File: config.mk
export PLATFORM = sky130hd
export DESIGN_NAME = lpt_status_regs
export DESIGN_NICKNAME = d
export VERILOG_FILES = /design/src/core/lpt_pkg.sv /design/src/core/lpt_flag_bank.sv /design/src/core/lpt_status_regs.sv
export SDC_FILE = /design/constraint.sdc
export NUM_CORES = 1
export LEC_CHECK = 0
export ABC_AREA = 1
export BUFFER_PORTS_ARGS = -buffer_cell sky130_fd_sc_hd__clkbuf_2
export CAP_MARGIN = 20
export CORE_ASPECT_RATIO = 0.7
export CORE_UTILIZATION = 51
export CTS_BUF_LIST = sky130_fd_sc_hd__clkbuf_8 sky130_fd_sc_hd__clkbuf_16
export DETAILED_ROUTE_END_ITERATION = 8
export GPL_TIMING_DRIVEN = 1
export HOLD_SLACK_MARGIN = 0.1
export PLACE_DENSITY = 0.78
export SLEW_MARGIN = 20
export SYNTH_ARGS = -nofsm -noshare
export SYNTH_HDL_FRONTEND = slang
export SYNTH_SLANG_ARGS = --single-unit
File: constraint.sdc
create_clock -name mclk -period 8.3 [get_ports mclk]
set_clock_uncertainty 0.05 [all_clocks]
set_input_delay 0.83 -clock mclk [delete_from_list [all_inputs] [get_ports mclk]]
set_output_delay 0.83 -clock mclk [all_outputs]
set_load 0.02 [all_outputs]
File: src/core/lpt_pkg.sv
// register map, field positions and reset values of the low power timer
package lpt_pkg;
  localparam logic [7:0]  OFS_EVENT_STATUS  = 8'h00;
  localparam logic [7:0]  OFS_EVENT_CLEAR   = 8'h04;
  localparam logic [7:0]  OFS_EVENT_ENABLE  = 8'h08;
  localparam logic [7:0]  OFS_TIMER_CONFIG  = 8'h0C;
  localparam logic [7:0]  OFS_TIMER_CONTROL = 8'h10;
  localparam logic [7:0]  OFS_COMPARE_VALUE = 8'h14;
  localparam logic [7:0]  OFS_RELOAD_VALUE  = 8'h18;
  localparam logic [7:0]  OFS_COUNTER_VALUE = 8'h1C;
  localparam logic [7:0]  OFS_OPTION_SELECT = 8'h20;
  localparam int          NUM_FLAGS         = 7;
  localparam int          BIT_DOWN          = 6;
  localparam int          BIT_UP            = 5;
  localparam int          BIT_RELOAD_DONE   = 4;
  localparam int          BIT_COMPARE_DONE  = 3;
  localparam int          BIT_TRIGGER       = 2;
  localparam int          BIT_RELOAD_MATCH  = 1;
  localparam int          BIT_COMPARE_MATCH = 0;
  localparam int          CFG_WIDTH         = 26;
  localparam int          CTRL_WIDTH        = 3;
  localparam int          OPT_WIDTH         = 2;
  localparam int          BIT_TIMER_ENABLE  = 0;
  localparam logic [6:0]  RST_FLAGS         = 7'h00;
  localparam logic [6:0]  RST_ENABLE        = 7'h00;
  localparam logic [25:0] RST_CONFIG        = 26'h0000000;
  localparam logic [2:0]  RST_CONTROL       = 3'h0;
  localparam logic [15:0] RST_COMPARE       = 16'h0000;
  localparam logic [15:0] RST_RELOAD        = 16'h0001;
  localparam logic [1:0]  RST_OPTION        = 2'h0;
endpackage : lpt_pkg

File: src/core/lpt_flag_bank.sv
// sticky event flags with write-one-to-clear and enable gating
`timescale 1ns/100ps
module lpt_flag_bank (
  input  wire logic       mclk,
  input  wire logic       reset,
  input  wire logic [6:0] set_pulse,
  input  wire logic [6:0] clear_pulse,
  input  wire logic [6:0] enable_mask,
  output logic      [6:0] flags,
  output logic            event_request
);
  logic [6:0] flags_reg;
  logic [6:0] flags_next;

  // a set in the same cycle as its clear wins
  assign flags_next = (flags_reg & ~clear_pulse) | set_pulse;
  assign flags = flags_reg;
  // request only from enabled flags
  assign event_request = |(flags_reg & enable_mask);

  always_ff @(posedge mclk or posedge reset) begin
    if (reset) begin
      flags_reg <= lpt_pkg::RST_FLAGS;
    end else begin
      flags_reg <= flags_next;
    end
  end
endmodule : lpt_flag_bank

File: src/core/lpt_status_regs.sv
// register file and event status logic of the low power timer
`timescale 1ns/100ps
// How it works
// - in encoder mode, direction change to down sets status bit 6
// - in encoder mode, direction change to up sets status bit 5
// - completed reload register write sets status bit 4
// - completed compare register write sets status bit 3
// - valid external trigger edge sets status bit 2
// - trigger discarded while timer runs leaves bit 2 unchanged
// - counter equal reload sets bit 1; counter equal compare sets bit 0
// - writing 1 to a clear register bit clears its flag; 0 does nothing
// - a flag raises the request only when its enable bit is set
module lpt_status_regs (
  input  wire logic        mclk,
  input  wire logic        reset,
  input  wire logic        psel,
  input  wire logic        penable,
  input  wire logic        pwrite,
  input  wire logic [7:0]  paddr,
  input  wire logic [31:0] pwdata,
  output logic      [31:0] prdata,
  output logic             pready,
  output logic             pslverr,
  input  wire logic        encoder_mode,
  input  wire logic        dir_down_event,
  input  wire logic        dir_up_event,
  input  wire logic        trigger_edge,
  input  wire logic        timer_running,
  input  wire logic [15:0] counter_in,
  input  wire logic        count_tick,
  output logic      [25:0] timer_configuration,
  output logic      [2:0]  timer_control,
  output logic      [15:0] compare_value,
  output logic      [15:0] reload_value,
  output logic      [1:0]  option_select,
  output logic             event_request
);
  logic [6:0]  enable_reg;
  logic [25:0] config_reg;
  logic [2:0]  control_reg;
  logic [15:0] compare_reg;
  logic [15:0] reload_reg;
  logic [1:0]  option_reg;
  logic [15:0] counter_reg;
  logic [31:0] prdata_reg;
  logic        cmp_done_reg;
  logic        arr_done_reg;
  logic [6:0]  flags;
  logic [6:0]  set_pulse;
  logic [6:0]  clear_pulse;

  // address decode shared by every register select
  function automatic logic addr_is(input logic [7:0] addr, input logic [7:0] ofs);
    addr_is = addr == ofs;
  endfunction : addr_is

  // match only on a counter update strobe
  function automatic logic value_match(input logic        tick,
                                       input logic [15:0] cnt,
                                       input logic [15:0] target);
    value_match = tick & (cnt == target);
  endfunction : value_match

  wire wr_access = psel & penable & pwrite;
  wire rd_setup  = psel & ~penable & ~pwrite;
  wire hit_clr   = addr_is(paddr, lpt_pkg::OFS_EVENT_CLEAR);
  wire hit_en    = addr_is(paddr, lpt_pkg::OFS_EVENT_ENABLE);
  wire hit_cfg   = addr_is(paddr, lpt_pkg::OFS_TIMER_CONFIG);
  wire hit_ctrl  = addr_is(paddr, lpt_pkg::OFS_TIMER_CONTROL);
  wire hit_cmp   = addr_is(paddr, lpt_pkg::OFS_COMPARE_VALUE);
  wire hit_arr   = addr_is(paddr, lpt_pkg::OFS_RELOAD_VALUE);
  wire hit_opt   = addr_is(paddr, lpt_pkg::OFS_OPTION_SELECT);
  wire hit_sts   = addr_is(paddr, lpt_pkg::OFS_EVENT_STATUS);
  wire hit_cnt   = addr_is(paddr, lpt_pkg::OFS_COUNTER_VALUE);
  wire mapped    = hit_sts | hit_clr | hit_en | hit_cfg | hit_ctrl | hit_cmp
                 | hit_arr | hit_cnt | hit_opt;
  wire timer_on  = control_reg[lpt_pkg::BIT_TIMER_ENABLE];

  // status register accepts no write; any write there is ignored
  wire wr_clr  = wr_access & hit_clr;
  wire wr_en   = wr_access & hit_en & ~timer_on;
  wire wr_cfg  = wr_access & hit_cfg & ~timer_on;
  wire wr_ctrl = wr_access & hit_ctrl;
  wire wr_cmp  = wr_access & hit_cmp;
  wire wr_arr  = wr_access & hit_arr;
  wire wr_opt  = wr_access & hit_opt;

  assign pready  = 1'b1;
  assign pslverr = psel & penable & ~mapped;
  assign prdata  = prdata_reg;

  // equality checks against the live counter value
  wire cnt_eq_arr = value_match(count_tick, counter_in, reload_reg);
  wire cnt_eq_cmp = value_match(count_tick, counter_in, compare_reg);

  assign set_pulse[lpt_pkg::BIT_DOWN]          = encoder_mode & dir_down_event;
  assign set_pulse[lpt_pkg::BIT_UP]            = encoder_mode & dir_up_event;
  assign set_pulse[lpt_pkg::BIT_RELOAD_DONE]   = arr_done_reg;
  assign set_pulse[lpt_pkg::BIT_COMPARE_DONE]  = cmp_done_reg;
  assign set_pulse[lpt_pkg::BIT_TRIGGER]       = trigger_edge & ~timer_running;
  assign set_pulse[lpt_pkg::BIT_RELOAD_MATCH]  = cnt_eq_arr;
  assign set_pulse[lpt_pkg::BIT_COMPARE_MATCH] = cnt_eq_cmp;

  // write-one-to-clear, zeros leave flags alone
  assign clear_pulse = wr_clr ? pwdata[6:0] : 7'h00;

  lpt_flag_bank u_flags (
    .mclk          (mclk),
    .reset         (reset),
    .set_pulse     (set_pulse),
    .clear_pulse   (clear_pulse),
    .enable_mask   (enable_reg),
    .flags         (flags),
    .event_request (event_request)
  );

  // read mux; reserved bits return zero
  logic [31:0] rd_mux;
  always_comb begin
    rd_mux = 32'h00000000;
    unique case (1'b1)
      hit_sts:  rd_mux = {25'h0000000, flags};
      hit_en:   rd_mux = {25'h0000000, enable_reg};
      hit_cfg:  rd_mux = {6'h00, config_reg};
      hit_ctrl: rd_mux = {29'h00000000, control_reg};
      hit_cmp:  rd_mux = {16'h0000, compare_reg};
      hit_arr:  rd_mux = {16'h0000, reload_reg};
      hit_cnt:  rd_mux = {16'h0000, counter_reg};
      hit_opt:  rd_mux = {30'h00000000, option_reg};
      default:  rd_mux = 32'h00000000;
    endcase
  end

  always_ff @(posedge mclk or posedge reset) begin
    if (reset) begin
      prdata_reg <= 32'h00000000;
    end else if (rd_setup) begin
      prdata_reg <= rd_mux;
    end
  end

  // write-done strobes land one cycle after the write is taken
  always_ff @(posedge mclk or posedge reset) begin
    if (reset) begin
      cmp_done_reg <= 1'b0;
      arr_done_reg <= 1'b0;
    end else begin
      cmp_done_reg <= wr_cmp;
      arr_done_reg <= wr_arr;
    end
  end

  // enable and configuration hold while the timer runs
  always_ff @(posedge mclk or posedge reset) begin
    if (reset) begin
      enable_reg <= lpt_pkg::RST_ENABLE;
    end else if (wr_en) begin
      enable_reg <= pwdata[6:0];
    end
  end

  always_ff @(posedge mclk or posedge reset) begin
    if (reset) begin
      config_reg <= lpt_pkg::RST_CONFIG;
    end else if (wr_cfg) begin
      config_reg <= pwdata[25:0];
    end
  end

  always_ff @(posedge mclk or posedge reset) begin
    if (reset) begin
      control_reg <= lpt_pkg::RST_CONTROL;
    end else if (wr_ctrl) begin
      control_reg <= pwdata[2:0];
    end
  end

  always_ff @(posedge mclk or posedge reset) begin
    if (reset) begin
      compare_reg <= lpt_pkg::RST_COMPARE;
    end else if (wr_cmp) begin
      compare_reg <= pwdata[15:0];
    end
  end

  always_ff @(posedge mclk or posedge reset) begin
    if (reset) begin
      reload_reg <= lpt_pkg::RST_RELOAD;
    end else if (wr_arr) begin
      reload_reg <= pwdata[15:0];
    end
  end

  always_ff @(posedge mclk or posedge reset) begin
    if (reset) begin
      option_reg <= lpt_pkg::RST_OPTION;
    end else if (wr_opt) begin
      option_reg <= pwdata[1:0];
    end
  end

  always_ff @(posedge mclk or posedge reset) begin
    if (reset) begin
      counter_reg <= 16'h0000;
    end else begin
      counter_reg <= counter_in;
    end
  end

  assign timer_configuration = config_reg;
  assign timer_control       = control_reg;
  assign compare_value       = compare_reg;
  assign reload_value        = reload_reg;
  assign option_select       = option_reg;
endmodule : lpt_status_regs
# After elaboration in Yosys (flattened, before gate mapping)
# Cells that the tools add are included.
classes:
  n_reduce_logical: 2
  mux: 2
  bitwise_logic: 36
  eq_ne: 10
op_table:
  columns: ["cell", "n"]
  rows:
  - ["case mux 26 bit (8 select lines)", 1]
  - ["== test 16 bit", 2]
  - ["== test 8 x 5 -> 1 bit, second input constant", 4]
  - ["bitwise AND 1 bit", 19]
  - ["== test 8 x 4 -> 1 bit, second input constant", 2]
  - ["bitwise AND 7 bit", 2]
  - ["== test 8 x 3 -> 1 bit, second input constant", 1]
  - ["== test 8 x 6 -> 1 bit, second input constant", 1]
  - ["logical NOT 8 bit", 1]
  - ["OR 1 bit", 8]
  - ["two-way mux 7 bit", 1]
  - ["NOT 7 bit", 1]
  - ["OR 7 bit", 1]
  - ["OR reduction 7 bit", 1]
  - ["NOT 1 bit", 5]
totals:
  wordCells: 61
  input_bits: 67
  output_inout_bits: 98
  ff_bits: 127

# Longest topological paths before layout
depth:
  ltp_word: 11
  ltp_mapped: 11
  mapped_depth_nobuf: 11

# Hierarchy
# A second synthesis with hierarchy kept.
hier_totals:
  hier_cells: 732
  hier_area_um2: 5869.4
modules_own_cells:
  columns: ["mod", "seq_area_each_um2", "area_each_um2", "cells_each", "n_inst"]
  rows:
  - ["lpt_status_regs", 2854.0, 5559.1, 696, 1]
  - ["lpt_flag_bank", 175.2, 310.3, 36, 1]

# Worst setup path before layout
# OpenSTA, ideal clock, no wires.
synth_path:
  path_type: "input port to output port"
  startpoint: "input paddr[0]"
  endpoint: "output pslverr"
  setup_slack_ps: 5568
  arrival_time_ps: 1852
  path_stages: 7
  required_time_ps: 7420
  path_buffers: 1
  cell_sequence: "inv_1 nand2_2 nor2_4 buf_2 nand2_1 nand4_1 nor3_1"
synth_via:
  elab_chain_cells: 11
  word_cells_on_any_way: 19
  cone_classes: "eq/ne (8); bitwise (10); reduce/logical (1)"
synth_lines:
  columns: ["element", "line", "text"]
  rows:
  - ["from (decl)", "lpt_status_regs.sv:19", "input wire logic [7:0] paddr,"]
  - ["== test 8 x 3 -> 1 bit or logical NOT 8 bit (tied branches)", "lpt_status_regs.sv:54", "addr_is = addr == ofs;"]
  - ["OR 1 bit (5 in a row)", "lpt_status_regs.sv:75", "wire mapped = hit_sts | hit_clr | hit_en | hit_cfg | hit_ctrl | hit_cmp"]
  - ["OR 1 bit (2 in a row)", "lpt_status_regs.sv:76", "| hit_arr | hit_cnt | hit_opt;"]
  - ["OR 1 bit *", "lpt_status_regs.sv:76", null]
  - ["NOT 1 bit *", "lpt_status_regs.sv:89", "assign pslverr = psel & penable & ~mapped;"]
  - ["bitwise AND 1 bit *", "lpt_status_regs.sv:89", null]
  - ["to (decl)", "lpt_status_regs.sv:23", "output logic pslverr,"]
# Every way passes the cells marked *; elsewhere a longest branch is shown, timed or not.

# Final worst setup path
layout_path:
  startpoint: "input paddr[1]"
  endpoint: "output pslverr"
# Same word-level chain as after synthesis.

==> metrics.yaml <==
placed_design:
  dpl_worst_slack_ns: 4.82
  hpwl_um: 11800
  io_buffers: 151
  gp_congestion: 0.869
global_route:
  overflow: 0
  grtUsageTotal_pct: 31.0
  grt_pass1_wl_um: 27300
  grt_max_degree: 72
  antenna_found_initial: 0
  grt_pass1_vias: 5194
hold_path:
  min_path_type: "flip-flop to flip-flop"
finish:
  fillerInstances: 928
  syn_to_final_growth_pct: 23.6
  diodes: 0
  nets: 949
  regArea_sq_um: 3030
  final_common_cell: "nand2_1"
  drive_gt1_share_pct: 23.8
  multi_input_area_sq_um: 2360
  layout_common_cells: "nand2_1 (267), clkbuf_2 (151), dfrtp_1 (120)"
floorplanning:
  boundaryPins: 165
  start_util_pct: 52.7
  die_y_um: 91.6
  rows: 32
  fp.dieW_um: 130
  core_area_sq_um: 11100
  die_area_sq_um: 11900
drt:
  drt_iter0_markers: 564
  vias: 5598
  drt_first_pass_iters: 5
  ant_nets: 0
  viasPerCell: 5.34
  post_drt_wl_per_cell_um: 16.4
  drc: 0
  finalWirelength_um: 17200
clock_network:
  cts_made_buffers: 17
  cts_tree: "built"
  h-tree-depth: 4
  cts-root-buf: "clkbuf_16"
  insertion_delay_ns: 0.41
  cts_resized: 0
  cts.sinks: 121
  cts.clk_slew.worst_paths_ns: 0.06
  cts_max_path_buffers: 2
  cts_setup_buffers: 0
  cts_hold_buf: 0
worst_setup_path:
  critical_path_class: "primary input to output pin"
  cp.arrival_ns: 2.38
  start_kind: "primary input"
  cp_max_fo: 24
  end_kind: "output pin"
  cp_data_required_time_ns: 7.42
logic_synthesis:
  synthCells: 736
  ys_ff_latch: 121
  syn_avg_cell_area_sq_um: 7.94
  synth_cell_type_count: 33
  synth_area_sq_um: 5840
  yosysSeqAreaShare_pct: 51.8
  yosysWarnings: 0
power:
  fin_total_pwr_w: 0.00144
  ir_drop_mv: 0.160
  power_leakage_nw: 3.97
  p_per_area_nw_per_um2: 199
sta:
  setup_viol: 0
  slew_headroom_pct: 40.3
  tns_ns: 0
  hold_viol: 0
  post-route-min-period_ns: 3.26
  rsz0062_at_grt: "no"
  timing.final.crit_share_pct: 39.3
  drv_slew: 0
  fmax_ghz: 0.306
  tightestPinTransition_ns: 0.895
  setup_slack_ns: 5.04
job:
  maxCapViolCount: 0
run_status:
  status: "complete, no violations"
area by class of cell:
cell class,instances,area share [%]
clock buffer,20,6.46
multi-input combinational,517,32.7
tap,153,2.65
sequential,121,41.9
clock inverter,12,1.72
inverter,71,3.74
timing repair buffer,154,10.8
cell families (layout without fill, tap and decap cells):
family / after synthesis / count (layout) / share of synthesized area (%)
AND/OR/NAND/NOR: 395 / 395 / 28.9
buffers and inverters: 103 / 257 / 8.07
flip-flops: 121 / 121 / 51.8
AO/OA/AOI/OAI: 103 / 103 / 9.31
XOR/XNOR: 12 / 12 / 1.80
other: 2 / 7 / 0.129
per-layer routing:
| metal | global-route usage, % | up-vias | part of all wire [%] |
|---|---|---|---|
| met5 | 0 | - | 0 |
| met4 | 9.69 | 0 | 1.6 |
| met3 | 8.54 | 30 | 10 |
| met2 | 43.6 | 310 | 42 |
| met1 | 46.0 | 2642 | 46 |
| li1 | - | 2616 | - |
where the power goes:
group          leakage, nW  total [W]  switching (W)  internal, W
sequential            1.51   0.000610     0.00000847     0.000602
combinational         2.17  0.0000978      0.0000698    0.0000280
clock                0.284   0.000727       0.000265     0.000462
critical path, cell delays in order:
cell and delay, ns:
clkbuf_2 0.09, inv_1 0.07, nand2_2 0.10, nor2_4 0.56, nand2_2 0.34, nand3_1 0.17, nor3_1 0.07, clkbuf_2 0.15
final timing paths:
path | from | end | slack [ns] | cells past startpoint
hold / removal | cmp_done_reg | u_flags.flags[3] | 0.39 | 2
setup reg to reg | timer_control[0] | timer_configuration[5] | 6.25 | 4
setup / recovery | paddr[1] | pslverr | 5.04 | 8
hold reg to reg | cmp_done_reg | u_flags.flags[3] | 0.39 | 2
max in group asynchronous | reset | compare_value[0] | 6.43 | 3
min in group asynchronous | reset | timer_configuration[19] | 0.44 | 2
synth_stat cells:
library cell	count	area (sq um)
nand2_1	267	1000
dfrtp_1	120	3000
nand3_1	68	340
inv_1	64	240
o21ai_0	59	295
o21ai_1	35	175
nor2_1	34	128
buf_2	13	65.1
buf_4	10	75.1
xnor2_1	6	52.6
xor2_1	6	52.6
clkbuf_1	5	18.8
nand2_2	5	31.3
nand4_1	5	31.3
nor2_4	5	56.3
nor3_1	5	25.0
o21ai_2	5	43.8
buf_6	4	45.0
clkinv_1	3	11.3
inv_2	3	11.3
conb_1	2	7.51
a21oi_1	1	5.00
a21oi_2	1	8.76
a221oi_1	1	8.76
clkinv_2	1	5.00
dfstp_2	1	26.3
nand2_4	1	11.3
nand3_2	1	10.0
nand3_4	1	17.5
nand3b_1	1	7.51
nor2_2	1	6.26
nor2_8	1	20.0
o21bai_1	1	7.51
per-stage QoR:
stage / instances / util (%) / hold slack (ns) / instance area, sq um
3_3_place_gp: 1016 / 59.8 / 0.365 / 6630
2_1_floorplan: 741 / - / 0.359 / 5860
4_1_cts: 1048 / 65.1 / 0.387 / 7220
3_5_place_dp: 1016 / 59.8 / 0.374 / 6630
6_report: 1048 / 65.1 / 0.389 / 7220
5_1_grt: 1048 / 65.1 / 0.413 / 7220
Power figures use the tool's default switching activity.
